--- src/verilog/timer_waveform_consts.svh ---
// offsets, field positions, reset values and counts of the timer waveform
// block; assumes an 8-bit register port and an 8-bit counter
`ifndef TIMER_WAVEFORM_CONSTS_SVH
`define TIMER_WAVEFORM_CONSTS_SVH

// ----------------------------------------------------------------
// register offsets
// ----------------------------------------------------------------
`define TW_OFS_OUT_MODE 8'hb0
`define TW_OFS_FORCE_CLK 8'hb1
`define TW_OFS_COUNT 8'hb2
`define TW_OFS_CMP_A 8'hb3
`define TW_OFS_CMP_B 8'hb4
`define TW_OFS_STATUS 8'hb5
`define TW_RESET_BYTE 8'h00

// ----------------------------------------------------------------
// field positions
// ----------------------------------------------------------------
`define TW_COM_A_HI 7
`define TW_COM_A_LO 6
`define TW_COM_B_HI 5
`define TW_COM_B_LO 4
`define TW_WGM_MID 1
`define TW_WGM_LO 0
`define TW_FORCE_A 7
`define TW_FORCE_B 6
`define TW_WGM_HI 3
`define TW_CS_HI 2
`define TW_CS_LO 0
`define TW_ST_OVF 0
`define TW_ST_MATCH_A 1
`define TW_ST_MATCH_B 2

// ----------------------------------------------------------------
// waveform modes and counter limits
// ----------------------------------------------------------------
`define TW_MODE_NORMAL 3'h0
`define TW_MODE_PHASE_FF 3'h1
`define TW_MODE_CTC 3'h2
`define TW_MODE_FAST_FF 3'h3
`define TW_MODE_PHASE_A 3'h5
`define TW_MODE_FAST_A 3'h7
`define TW_MAX 8'hff
`define TW_BOTTOM 8'h00

// ----------------------------------------------------------------
// prescaler tap masks (divide by mask + 1)
// ----------------------------------------------------------------
`define TW_PS_W 10
`define TW_PS_MASK_8 10'h007
`define TW_PS_MASK_32 10'h01f
`define TW_PS_MASK_64 10'h03f
`define TW_PS_MASK_128 10'h07f
`define TW_PS_MASK_256 10'h0ff
`define TW_PS_MASK_1024 10'h3ff

`endif

--- src/verilog/timer_waveform_pkg.sv ---
// types shared by the timer waveform block
// assumes nothing of its surroundings
`default_nettype none

package timer_waveform_pkg;

   typedef logic [7:0] byte_t;

   // how the selected mode shapes the waveform
   typedef enum logic [1:0] {wave_plain, wave_fast, wave_phase} wave_class_t;

   // counting direction, only ever down in phase-correct modes
   typedef enum logic {count_up, count_down} count_dir_t;

endpackage : timer_waveform_pkg
`default_nettype wire

--- src/verilog/timer_waveform_output_control.sv ---
// 8-bit timer with two compare channels and waveform outputs
// assumes a register master on ref_clk; pin direction is set elsewhere
//
// What this block does
// - nonzero output-mode field hands the channel's pin to the waveform output
// - channel A non-PWM: 0 off, 1 toggle, 2 clear, 3 set on match
// - channel A fast PWM: 2 clear/set-at-bottom, 3 inverse, 1 toggles if high mode
// - channel A fast PWM, compare equals top: ignore match, act at bottom
// - channel A phase PWM: 2 clear up/set down, 3 reverse, 1 toggles if high
// - channel A phase PWM, compare equals top: ignore match, act at top
// - channel B non-PWM: 0 off, 1 toggle, 2 clear, 3 set on match
// - channel B fast PWM: 1 reserved, 2 non-inverting, 3 inverting
// - channel B fast PWM, compare equals top: ignore match, act at wrap
// - channel B phase PWM: 1 reserved, 2 clear up/set down, 3 reverse
// - channel B phase PWM, compare equals top: ignore match, act at top
// - mode is high bit of second register over two low bits of first
// - normal tops at max, clear-on-match at compare A; immediate update
// - fast PWM tops at max or compare A; update at bottom
// - phase PWM tops at max or compare A; update at top, flag at bottom
// - force strobe in non-PWM applies match action, no flag, reads zero
// - clock select stops at 0, else divides by 1 to 1024
// - each compare value is compared continuously with the counter
//
// The strobed register port was decided locally.
`timescale 1ns/1ps
`default_nettype none
`include "timer_waveform_consts.svh"

module timer_waveform_output_control #(
   parameter int PRESCALE_W = `TW_PS_W
) (
   // clock and reset
   input wire logic ref_clk,
   input wire logic resetn,
   // register port
   input wire logic [7:0] reg_addr,
   input wire logic [7:0] reg_wdata,
   input wire logic reg_wr,
   input wire logic reg_rd,
   output logic [7:0] reg_rdata,
   // channel A waveform pin
   output logic chan_a_wave_pin,
   output logic chan_a_wave_en,
   // channel B waveform pin
   output logic chan_b_wave_pin,
   output logic chan_b_wave_en
);

   // ----------------------------------------------------------------
   // helpers
   // ----------------------------------------------------------------

   // map a three-bit mode onto its waveform class
   function automatic timer_waveform_pkg::wave_class_t class_of(
      input logic [2:0] m
   );
      timer_waveform_pkg::wave_class_t c;
      c = timer_waveform_pkg::wave_plain;
      if (m == `TW_MODE_FAST_FF || m == `TW_MODE_FAST_A) begin
         c = timer_waveform_pkg::wave_fast;
      end else if (m == `TW_MODE_PHASE_FF || m == `TW_MODE_PHASE_A) begin
         c = timer_waveform_pkg::wave_phase;
      end
      return c;
   endfunction : class_of

   // next level of one waveform output; shared by both channels
   function automatic logic wave_next(
      input logic cur,
      input logic [1:0] com,
      input timer_waveform_pkg::wave_class_t cls,
      input logic is_a,
      input logic hi,
      input logic match,
      input logic force_hit,
      input logic top_eq,
      input timer_waveform_pkg::count_dir_t dir,
      input logic wrap_evt,
      input logic top_evt
   );
      logic nxt;
      nxt = cur;
      unique case (cls)
         timer_waveform_pkg::wave_plain: begin
            if (match || force_hit) begin
               unique case (com)
                  2'h0: nxt = cur;
                  2'h1: nxt = ~cur;
                  2'h2: nxt = 1'b0;
                  2'h3: nxt = 1'b1;
               endcase
            end
         end
         timer_waveform_pkg::wave_fast: begin
            if (com == 2'h1) begin
               // channel B treats this code as reserved
               if (is_a && hi && match) begin
                  nxt = ~cur;
               end
            end else if (com[1]) begin
               if (wrap_evt) begin
                  nxt = ~com[0];
               end else if (match && !top_eq) begin
                  nxt = com[0];
               end
            end
         end
         timer_waveform_pkg::wave_phase: begin
            if (com == 2'h1) begin
               if (is_a && hi && match) begin
                  nxt = ~cur;
               end
            end else if (com[1]) begin
               if (top_eq) begin
                  if (top_evt) begin
                     nxt = ~com[0];
                  end
               end else if (match) begin
                  if (dir == timer_waveform_pkg::count_up) begin
                     nxt = com[0];
                  end else begin
                     nxt = ~com[0];
                  end
               end
            end
         end
         default: nxt = cur;
      endcase
      return nxt;
   endfunction : wave_next

   // ----------------------------------------------------------------
   // state
   // ----------------------------------------------------------------
   timer_waveform_pkg::byte_t out_mode_q;
   timer_waveform_pkg::byte_t force_clk_q;
   timer_waveform_pkg::byte_t cnt_q;
   timer_waveform_pkg::byte_t cmp_a_q;
   timer_waveform_pkg::byte_t cmp_b_q;
   timer_waveform_pkg::byte_t act_a_q;
   timer_waveform_pkg::byte_t act_b_q;
   timer_waveform_pkg::count_dir_t dir_q;
   logic [2:0] status_q;
   logic block_q;
   logic wave_a_q;
   logic wave_b_q;
   timer_waveform_pkg::byte_t rdata_q;

   // ----------------------------------------------------------------
   // decode
   // ----------------------------------------------------------------
   logic [2:0] waveform_mode_field;
   logic [1:0] chan_a_output_mode;
   logic [1:0] chan_b_output_mode;
   logic [2:0] clock_select_field;
   timer_waveform_pkg::wave_class_t cls;
   timer_waveform_pkg::byte_t top;
   logic top_from_a;
   logic tick;
   logic wr_out_mode;
   logic wr_force_clk;
   logic wr_count;
   logic match_a;
   logic match_b;
   logic force_a;
   logic force_b;
   logic wrap_evt;
   logic top_evt;
   logic ovf_evt;
   logic update;

   // mode assembled across the two control registers
   assign waveform_mode_field = {force_clk_q[`TW_WGM_HI],
                                 out_mode_q[`TW_WGM_MID:`TW_WGM_LO]};
   assign chan_a_output_mode = out_mode_q[`TW_COM_A_HI:`TW_COM_A_LO];
   assign chan_b_output_mode = out_mode_q[`TW_COM_B_HI:`TW_COM_B_LO];
   assign clock_select_field = force_clk_q[`TW_CS_HI:`TW_CS_LO];
   assign cls = class_of(waveform_mode_field);

   // top is max unless the mode takes it from compare A
   assign top_from_a = (waveform_mode_field == `TW_MODE_CTC) ||
                       (waveform_mode_field == `TW_MODE_PHASE_A) ||
                       (waveform_mode_field == `TW_MODE_FAST_A);
   assign top = top_from_a ? act_a_q : `TW_MAX;

   // register write strobes
   assign wr_out_mode = reg_wr && (reg_addr == `TW_OFS_OUT_MODE);
   assign wr_force_clk = reg_wr && (reg_addr == `TW_OFS_FORCE_CLK);
   assign wr_count = reg_wr && (reg_addr == `TW_OFS_COUNT);

   // ----------------------------------------------------------------
   // prescaler
   // ----------------------------------------------------------------
   timer_prescaler #(
      .DIV_W(PRESCALE_W)
   ) u_prescaler (
      .ref_clk(ref_clk),
      .resetn(resetn),
      .clock_select_field(clock_select_field),
      .tick(tick)
   );

   // ----------------------------------------------------------------
   // events
   // ----------------------------------------------------------------

   // continuous compare, taken on the tick that sees equality
   assign match_a = tick && !block_q && (cnt_q == act_a_q);
   assign match_b = tick && !block_q && (cnt_q == act_b_q);

   // forced match only outside PWM modes
   assign force_a = wr_force_clk && reg_wdata[`TW_FORCE_A] &&
                    (cls == timer_waveform_pkg::wave_plain);
   assign force_b = wr_force_clk && reg_wdata[`TW_FORCE_B] &&
                    (cls == timer_waveform_pkg::wave_plain);

   // fast PWM wraps from top to bottom; phase PWM turns at top
   assign wrap_evt = tick && (cls == timer_waveform_pkg::wave_fast) &&
                     (cnt_q == top);
   assign top_evt = tick && (cls == timer_waveform_pkg::wave_phase) &&
                    (dir_q == timer_waveform_pkg::count_up) &&
                    (cnt_q == top);

   // overflow point by mode
   always_comb begin
      ovf_evt = 1'b0;
      if (tick) begin
         if (cls == timer_waveform_pkg::wave_phase) begin
            ovf_evt = (dir_q == timer_waveform_pkg::count_down) &&
                      (cnt_q == `TW_BOTTOM);
         end else if (waveform_mode_field == `TW_MODE_FAST_A) begin
            ovf_evt = (cnt_q == top);
         end else begin
            ovf_evt = (cnt_q == `TW_MAX);
         end
      end
   end

   // compare update point by class
   always_comb begin
      unique case (cls)
         timer_waveform_pkg::wave_fast: update = wrap_evt;
         timer_waveform_pkg::wave_phase: update = top_evt;
         default: update = 1'b1;
      endcase
   end

   // ----------------------------------------------------------------
   // control registers
   // ----------------------------------------------------------------

   // output mode and low mode bits; bits 3:2 are not stored
   always_ff @(posedge ref_clk or negedge resetn) begin
      if (!resetn) begin
         out_mode_q <= `TW_RESET_BYTE;
      end else if (wr_out_mode) begin
         out_mode_q <= reg_wdata & 8'hf3;
      end
   end

   // high mode bit and clock select; force bits are strobes, not kept
   always_ff @(posedge ref_clk or negedge resetn) begin
      if (!resetn) begin
         force_clk_q <= `TW_RESET_BYTE;
      end else if (wr_force_clk) begin
         force_clk_q <= reg_wdata & 8'h0f;
      end
   end

   // ----------------------------------------------------------------
   // compare values
   // ----------------------------------------------------------------

   // software side of each compare value
   always_ff @(posedge ref_clk or negedge resetn) begin
      if (!resetn) begin
         cmp_a_q <= `TW_RESET_BYTE;
         cmp_b_q <= `TW_RESET_BYTE;
      end else begin
         if (reg_wr && (reg_addr == `TW_OFS_CMP_A)) begin
            cmp_a_q <= reg_wdata;
         end
         if (reg_wr && (reg_addr == `TW_OFS_CMP_B)) begin
            cmp_b_q <= reg_wdata;
         end
      end
   end

   // active comparator values; in PWM modes this stops glitched
   // pulses when software changes duty mid-period
   always_ff @(posedge ref_clk or negedge resetn) begin
      if (!resetn) begin
         act_a_q <= `TW_RESET_BYTE;
         act_b_q <= `TW_RESET_BYTE;
      end else if (update) begin
         act_a_q <= cmp_a_q;
         act_b_q <= cmp_b_q;
      end
   end

   // ----------------------------------------------------------------
   // counter
   // ----------------------------------------------------------------

   // counting sequence per class
   always_ff @(posedge ref_clk or negedge resetn) begin
      if (!resetn) begin
         cnt_q <= `TW_BOTTOM;
         dir_q <= timer_waveform_pkg::count_up;
      end else if (wr_count) begin
         cnt_q <= reg_wdata;
      end else if (tick) begin
         if (cls == timer_waveform_pkg::wave_phase) begin
            if (top == `TW_BOTTOM) begin
               cnt_q <= `TW_BOTTOM;
            end else if (dir_q == timer_waveform_pkg::count_up) begin
               if (cnt_q >= top) begin
                  dir_q <= timer_waveform_pkg::count_down;
                  cnt_q <= cnt_q - 8'h01;
               end else begin
                  cnt_q <= cnt_q + 8'h01;
               end
            end else if (cnt_q == `TW_BOTTOM) begin
               dir_q <= timer_waveform_pkg::count_up;
               cnt_q <= cnt_q + 8'h01;
            end else begin
               cnt_q <= cnt_q - 8'h01;
            end
         end else begin
            dir_q <= timer_waveform_pkg::count_up;
            if (cnt_q == top) begin
               cnt_q <= `TW_BOTTOM;
            end else begin
               cnt_q <= cnt_q + 8'h01;
            end
         end
      end
   end

   // a counter write hides the match on the next tick
   always_ff @(posedge ref_clk or negedge resetn) begin
      if (!resetn) begin
         block_q <= 1'b0;
      end else if (wr_count) begin
         block_q <= 1'b1;
      end else if (tick) begin
         block_q <= 1'b0;
      end
   end

   // ----------------------------------------------------------------
   // status flags
   // ----------------------------------------------------------------

   // write one to clear; an event in the clearing cycle wins
   always_ff @(posedge ref_clk or negedge resetn) begin
      if (!resetn) begin
         status_q <= 3'h0;
      end else begin
         status_q <= (status_q & ~((reg_wr &&
                      (reg_addr == `TW_OFS_STATUS)) ? reg_wdata[2:0] :
                      3'h0)) |
                     {match_b, match_a, ovf_evt};
      end
   end

   // ----------------------------------------------------------------
   // waveform outputs
   // ----------------------------------------------------------------

   // one level per channel, driven from the shared rule function
   always_ff @(posedge ref_clk or negedge resetn) begin
      if (!resetn) begin
         wave_a_q <= 1'b0;
         wave_b_q <= 1'b0;
      end else begin
         wave_a_q <= wave_next(wave_a_q, chan_a_output_mode, cls, 1'b1,
                               force_clk_q[`TW_WGM_HI], match_a, force_a,
                               act_a_q == top, dir_q, wrap_evt,
                               top_evt);
         wave_b_q <= wave_next(wave_b_q, chan_b_output_mode, cls, 1'b0,
                               force_clk_q[`TW_WGM_HI], match_b, force_b,
                               act_b_q == top, dir_q, wrap_evt,
                               top_evt);
      end
   end

   // pin takeover; the driver itself still needs direction set
   assign chan_a_wave_pin = wave_a_q;
   assign chan_b_wave_pin = wave_b_q;
   assign chan_a_wave_en = |chan_a_output_mode;
   assign chan_b_wave_en = |chan_b_output_mode;

   // ----------------------------------------------------------------
   // read port
   // ----------------------------------------------------------------

   // read data stand one cycle after the strobe, zero otherwise
   always_ff @(posedge ref_clk or negedge resetn) begin
      if (!resetn) begin
         rdata_q <= `TW_RESET_BYTE;
      end else if (reg_rd) begin
         unique case (reg_addr)
            `TW_OFS_OUT_MODE: rdata_q <= out_mode_q;
            `TW_OFS_FORCE_CLK: rdata_q <= force_clk_q;
            `TW_OFS_COUNT: rdata_q <= cnt_q;
            `TW_OFS_CMP_A: rdata_q <= cmp_a_q;
            `TW_OFS_CMP_B: rdata_q <= cmp_b_q;
            `TW_OFS_STATUS: rdata_q <= {5'h00, status_q};
            default: rdata_q <= `TW_RESET_BYTE;
         endcase
      end else begin
         rdata_q <= `TW_RESET_BYTE;
      end
   end

   assign reg_rdata = rdata_q;

endmodule : timer_waveform_output_control
`default_nettype wire

--- src/verilog/timer_prescaler.sv ---
// clock prescaler: one-cycle timer ticks from the reference clock
// assumes the select field comes from logic on the same clock
`timescale 1ns/1ps
`default_nettype none
`include "timer_waveform_consts.svh"

module timer_prescaler #(
   parameter int DIV_W = `TW_PS_W
) (
   // clock and reset
   input wire logic ref_clk,
   input wire logic resetn,
   // selection and tick
   input wire logic [2:0] clock_select_field,
   output logic tick
);

   logic [DIV_W-1:0] div_q;
   logic [DIV_W-1:0] mask;

   // free-running divider; all taps share it so a change of select
   // may give one short first period, which is accepted
   always_ff @(posedge ref_clk or negedge resetn) begin
      if (!resetn) begin
         div_q <= '0;
      end else begin
         div_q <= div_q + 1'b1;
      end
   end

   // tap selection, select 0 stops the timer
   always_comb begin
      mask = '0;
      tick = 1'b0;
      unique case (clock_select_field)
         3'h0: tick = 1'b0;
         3'h1: tick = 1'b1;
         3'h2: mask = DIV_W'(`TW_PS_MASK_8);
         3'h3: mask = DIV_W'(`TW_PS_MASK_32);
         3'h4: mask = DIV_W'(`TW_PS_MASK_64);
         3'h5: mask = DIV_W'(`TW_PS_MASK_128);
         3'h6: mask = DIV_W'(`TW_PS_MASK_256);
         3'h7: mask = DIV_W'(`TW_PS_MASK_1024);
      endcase
      if (clock_select_field > 3'h1) begin
         tick = ((div_q & mask) == mask);
      end
   end

endmodule : timer_prescaler
`default_nettype wire

--- config.mk ---
export PLATFORM = sky130hd
export DESIGN_NAME = timer_waveform_output_control
export DESIGN_NICKNAME = d
export VERILOG_FILES = /design/src/verilog/timer_waveform_pkg.sv /design/src/verilog/timer_waveform_output_control.sv /design/src/verilog/timer_prescaler.sv
export VERILOG_INCLUDE_DIRS = /design/src /design/src/verilog
export SDC_FILE = /design/constraint.sdc
export NUM_CORES = 1
export LEC_CHECK = 0
export ABC_CLOCK_PERIOD_IN_PS = 3950
export BUFFER_PORTS_ARGS = -buffer_cell sky130_fd_sc_hd__buf_2
export CORE_ASPECT_RATIO = 0.6
export CORE_MARGIN = 3
export CORE_UTILIZATION = 39
export CTS_CLUSTER_SIZE = 30
export DETAILED_ROUTE_END_ITERATION = 16
export GPL_ROUTABILITY_DRIVEN = 0
export SYNTH_ARGS = -nofsm -noshare
export SYNTH_HDL_FRONTEND = slang
export SYNTH_HIERARCHICAL = 1
export SYNTH_SLANG_ARGS = --single-unit
export TNS_END_PERCENT = 10
--- constraint.sdc ---
create_clock -name ref_clk -period 3.95 [get_ports ref_clk]
set_input_delay 0.1975 -clock ref_clk [delete_from_list [all_inputs] [get_ports ref_clk]]
set_output_delay 0.1975 -clock ref_clk [all_outputs]
set_load 0.01 [all_outputs]
==> flow_summary.ini, run 1 <==
[outcome]
outcome = completed

[synthesis]
synth_area_leaders = dfrtp_1 39%, mux2_2 8.0%, nand2_1 6.2%
synth_top_area_share_pct = 39.3
async_flop_share_pct = 100
synth_edf_count = 0
yosys_register_bits = 75
synth_area_per_cell_sq_um = 8.82
synth_nets = 573
seq_area_frac_synth_pct = 39.3
ys.warnings.count = 6
ys_types = 65
netlist_area_sq_um = 4780
ys.flop_type = dfrtp_1
yosys.area.top_type = dfrtp_1
synth_cells = 542

[sta]
relSlewSlack_pct = 44.5
hold_slack_ns = 0.165
setup_tns_ns = 0
clock.fmax_mhz = 293
worstMarginPinSlew_ns = 0.824
fin_crit_ns = 3.41
period_share_pct = 86.4
setup_viol = 0
finalClockSkew_ns = 0.00762
slew_viol_final = 0
hold_viol_final = 0
rsz0062_at_grt = false

[power]
irDropWorstVdd_mv = 0.224
powerDensity_nw_per_um2 = 395
p_leak_nw = 2.43
power_mw = 2.13

[final_layout]
final_area_sq_um = 5380
final_cell_mix = 79 x nand2_1, 75 x dfrtp_1, 49 x nor2_1
instances_no_fill = 727
syn_to_final_growth_pct = 12.6
drive_above_1_share_pct = 18.2
n_antenna_cell = 0
fin_nets = 593
layout_commonest_cell = nand2_1
n_fill_cell = 1135

[placement]
dp_hpwl_mm = 10.8
numPortBuffers = 31
placed_area_sq_um = 5070
dp_cells = 710

[drt]
first_iter_violations = 474
vias_per_cell = 5.93
dr.pass1.iters = 5
routedWlPerCell_um = 20.2
vias = 4308
wl_mm = 14.7
remaining_drc_errors = 0
postRouteAntennaNets = 0

[clock_network]
clk_pin_slew_worst_paths_ns = 0.06
clockBufferDepth = 2
clockRootBuffer = clkbuf_16
post-cts-setup-buffers = 0
cts_tree = yes
cts.htree.levels = 3
cts_inserted_buffers = 9
cts.sink_count = 75
cts_resized = 0
cts_hold_buf = 1
worstSkewPairLatency_ns = 0.33

[floorplanning]
rows = 30
die_area_sq_um = 13700
fp.dieH_um = 91.7
core-area_sq_um = 11600
start_util_pct = 41.1
top_level_ports = 32
die_x_um = 149

[grt]
grt.total_usage_pct = 21.7
grt-ovfl-total = 0
grt_max_degree = 40
grt_pass1_vias = 4014
use_met1_pct = 34.9
use_met3_pct = 6.77
busiest_layer = met1
antenna_found_initial = 0
grtUsageMet2_pct = 28.4
grt_pass1_wl_mm = 23.2

[critical_path]
r2r-end = cnt_q[5]$_DFFE_PN0P_
reg2reg_depth = 10
reg2reg_setup_slack_ns = 0.54
reg2reg_from = force_clk_q[3]$_DFFE_PN0P_
end_kind = flip-flop
critical_path.startpoint_type = flip-flop
path_max_fanout = 10
required_ns = 4.21
arrival_ns = 3.68
crit_type = flip-flop to flip-flop

[hold_path]
hold_class = input port to flip-flop
hold_end = out_mode_q[4]$_DFFE_PN0P_
holdPathStages = 2
hp-start = reg_wdata[4]

[run]
drv_cap = 0
[registers in the layout (all words and copies together) (netlist names)]
name	flops
u_prescaler/div_q	10
act_a_q	8
act_b_q	8
cmp_a_q	8
cmp_b_q	8
cnt_q	8
reg_rdata	8
out_mode_q	6
force_clk_q	4
status_q	3
block_q	1
chan_a_wave_pin	1
chan_b_wave_pin	1
dir_q	1
[critical path, stage by stage, from the launching register on]
cell	delay (ns)
dfrtp_1	0.47
and2_1	0.29
nor2_1	0.40
nor2_1	0.10
ha_1	0.32
nand4_1	0.27
a31oi_1	0.42
o21ai_0	0.27
and3_1	0.27
or4_1	0.46
nand3_1	0.09
[how the worst max path moves through the flow]
stage                          startpoint                          end  slack [ns]  cells after the start
2_1_floorplan  force_clk_q[3]$_DFFE_PN0P_  chan_b_wave_pin$_DFFE_PN0P_        0.87                     13
3_3_place_gp   force_clk_q[3]$_DFFE_PN0P_         cnt_q[5]$_DFFE_PN0P_        0.76                     11
3_5_place_dp   force_clk_q[3]$_DFFE_PN0P_         cnt_q[5]$_DFFE_PN0P_        0.69                     11
4_1_cts        force_clk_q[3]$_DFFE_PN0P_         cnt_q[5]$_DFFE_PN0P_        0.66                     11
5_1_grt        force_clk_q[3]$_DFFE_PN0P_  chan_a_wave_pin$_DFFE_PN0P_        0.35                     11
6_report       force_clk_q[3]$_DFFE_PN0P_         cnt_q[5]$_DFFE_PN0P_        0.54                     10
[final cells by class]
class	count	area (sq um)	share of cell area, %
clock buffers	11	243	4.51
well taps	160	200	3.72
flip-flops and latches	75	1880	34.9
inverters	13	48.8	0.907
repair buffers	42	243	4.51
multi-input cells	421	2710	50.3
clock inverters	5	61.3	1.14
[synthesized netlist by cell type, types with 4 or more instances]
| master | instances |
|---|---|
| nor3_1 | 11 |
| nand3_1 | 20 |
| nor2_1 | 49 |
| a22oi_1 | 7 |
| o21ai_0 | 27 |
| a31oi_1 | 7 |
| buf_1 | 7 |
| nand3b_1 | 4 |
| xor2_1 | 16 |
| xnor2_1 | 15 |
| mux2_2 | 34 |
| or3_1 | 5 |
| nor2b_1 | 8 |
| nor4_1 | 6 |
| clkbuf_1 | 20 |
| nand4_1 | 19 |
| o211ai_1 | 7 |
| mux2i_1 | 4 |
| inv_1 | 13 |
| nand2_1 | 79 |
| a21oi_1 | 24 |
| a21o_1 | 5 |
| and3_1 | 4 |
| nor4bb_1 | 4 |
| ha_1 | 11 |
| dfrtp_1 | 75 |
[where the power goes]
group          internal [mW]  switching (mW)
clock network          0.510           0.328
logic                  0.156           0.197
registers              0.810           0.126
total                   1.48           0.651
[per-stage QoR]
step	worst slack (ns)	utilization [%]
final	0.536	46.3
after global routing	0.353	46.3
after CTS	0.663	46.3
after detailed placement	0.687	43.6
after global placement	0.758	43.6
after floorplan	0.872	-
[routing by layer]
metal / up-vias / wire length [um]
met3: 9 / 1690
met5: - / 0
met4: 0 / 54
met2: 226 / 5870
met1: 2087 / 7080
li1: 1986 / -
[cell families after synthesis]
group | count (synthesis) | share of synthesized area (%)
AND/OR/NAND/NOR | 235 | 24.9
AO/OA/AOI/OAI | 106 | 14.4
adder cells (fa/ha/maj) | 11 | 2.88
flip-flops | 75 | 39.3
buffers and inverters | 46 | 4.01
multiplexers | 38 | 8.85
XOR/XNOR | 31 | 5.68
Note: power is estimated with default switching activity, not from simulation.
==> inputs of run 2 (changes only) <==
ABC_CLOCK_PERIOD_IN_PS = 4190   (was 3950)
clock period = 4.19 ns   (was 3.95 ns; I/O delays follow)
==> flow_summary.ini, run 2 (synthesis gave the netlist of run 1 again) <==
[critical_path]
end_kind = flip-flop
critical_path.top_delay_family = simple AND/OR/NAND/NOR gates
arrival_ns = 4.09
worstPathCellList = nor3b_2 -> nor2_1 -> or2_2 -> ha_1 -> nand4_1 -> or3_1 -> nor2_1 -> nor2b_1 -> mux2_2 -> o21ai_0 -> o31ai_1
cp.buffers_inverters = 0
path_max_fanout = 16
cpMaxStageDelayCell = nor2b_1
required_ns = 4.44
crit_top_cell = nor2_1
max_stage_delay_ns = 0.92
critical_path.startpoint_type = flip-flop
crit_type = flip-flop to flip-flop

[floorplanning]
fp.dieH_um = 91.7
start_util_pct = 41.1
rows = 30
die_area_sq_um = 13700
die_x_um = 149
core-area_sq_um = 11600
top_level_ports = 32

[outcome]
outcome = completed

[drt]
remaining_drc_errors = 0
first_iter_violations = 531
vias_per_cell = 6.09
wl_mm = 15.2
routedWlPerCell_um = 21.0
dr.pass1.iters = 5
postRouteAntennaNets = 0
vias = 4411

[grt]
grt_max_degree = 76
grt_pass1_vias = 4093
antenna_found_initial = 0
grt-ovfl-total = 0
grt_pass1_wl_mm = 24.0
grt.total_usage_pct = 22.8

[sta]
relSlewSlack_pct = 19.9
setup_tns_ns = 0
rsz0062_at_grt = false
setup_viol = 0
clock.fmax_mhz = 260
hold_viol_final = 0
slew_viol_final = 0
worstMarginPinSlew_ns = 1.20
finalClockSkew_ns = 0.0115
period_share_pct = 91.8
fin_crit_ns = 3.85

[hold_path]
hold_class = input port to asynchronous set/reset pin

[final_layout]
top_register = u_prescaler/div_q
syn_to_final_growth_pct = 11.8
n_fill_cell = 1157
n_antenna_cell = 0
largest_register_ffs = 10
fin_nets = 590
drive_above_1_share_pct = 18.1
final_cell_mix = 79 x nand2_1, 75 x dfrtp_1, 49 x nor2_1
layout_commonest_cell = nand2_1

[clock_network]
worstSkewPairLatency_ns = 0.34
clk_pin_slew_worst_paths_ns = 0.06
clockRootBuffer = clkbuf_16
cts.htree.levels = 3
cts_tree = yes
cts.sink_count = 75
clockBufferDepth = 2
cts_hold_buf = 0
cts_inserted_buffers = 9
post-cts-setup-buffers = 0
cts_resized = 0

[power]
irDropWorstVdd_mv = 0.186
p_leak_nw = 2.40
powerDensity_nw_per_um2 = 372
power_mw = 1.99

[run]
drv_cap = 0

[placement]
dp_hpwl_mm = 11.1
numPortBuffers = 31
run 2: cell count changes in the layout (fill, tap and decap cells not counted), sizes merged:
cell         change
bufinv           -1
dlygate4sd3      -1
clkinv           -2
buf              -2
clkinvlp         +3
run 2: metrics by stage:
stage	setup slack (ns)	std cells	cell area, sq um	hold WS [ns]	util (%)
floorplan	1.11	542	4780	-0.0861	-
global placement	0.631	708	5050	0.431	43.4
detailed placement	0.438	708	5050	0.441	43.4
CTS	0.429	724	5340	0.0813	45.9
global route	0.0708	724	5340	0.0937	45.9
finish	0.345	724	5340	0.00397	45.9
run 2: where the power goes:
part	switching, mW	internal, mW
registers	0.0894	0.764
clock network	0.320	0.435
logic	0.222	0.156
total	0.631	1.35
run 2: worst register-to-register path, stage by stage, from the launching register on:
cell and delay, ns:
dfrtp_1 0.45, nor3b_2 0.56, nor2_1 0.26, or2_2 0.34, ha_1 0.29, nand4_1 0.13, or3_1 0.22, nor2_1 0.09
nor2b_1 0.92, mux2_2 0.34, o21ai_0 0.10, o31ai_1 0.07
run 2: cell type report:
class	count	area (sq um)	share of cell area (%)
multi-input cells	421	2710	50.7
flip-flops and latches	75	1880	35.1
clock buffers	11	253	4.73
repair buffers	39	218	4.07
well taps	160	200	3.75
inverters	13	48.8	0.913
clock inverters	5	36.3	0.679
run 2: final timing paths:
check                                                 end  cells after the start  slack, ns                      startpoint
max                           chan_b_wave_pin$_DFFE_PN0P_                     11       0.34      force_clk_q[3]$_DFFE_PN0P_
min                                act_a_q[5]$_DFFE_PN0P_                      1      0.004                          resetn
max reg2reg                   chan_b_wave_pin$_DFFE_PN0P_                     11       0.34      force_clk_q[3]$_DFFE_PN0P_
min reg2reg                u_prescaler/div_q[0]$_DFF_PN0_                      1       0.47  u_prescaler/div_q[0]$_DFF_PN0_
max in group asynchronous          reg_rdata[3]$_DFF_PN0_                      1       3.51                          resetn
min in group ref_clk               cmp_b_q[5]$_DFFE_PN0P_                      2       0.16                    reg_wdata[5]
run 2: metal layers:
layer  up-vias  wire length, um  share of wire (%)  global-route usage, %
met5         -                0                  0                      0
met1      2169             7550                 50                   37.2
met4         0              182                1.2                   4.87
li1       1977                -                  -                      -
met3        24             1500                9.9                   6.22
met2       241             5940                 39                   29.0
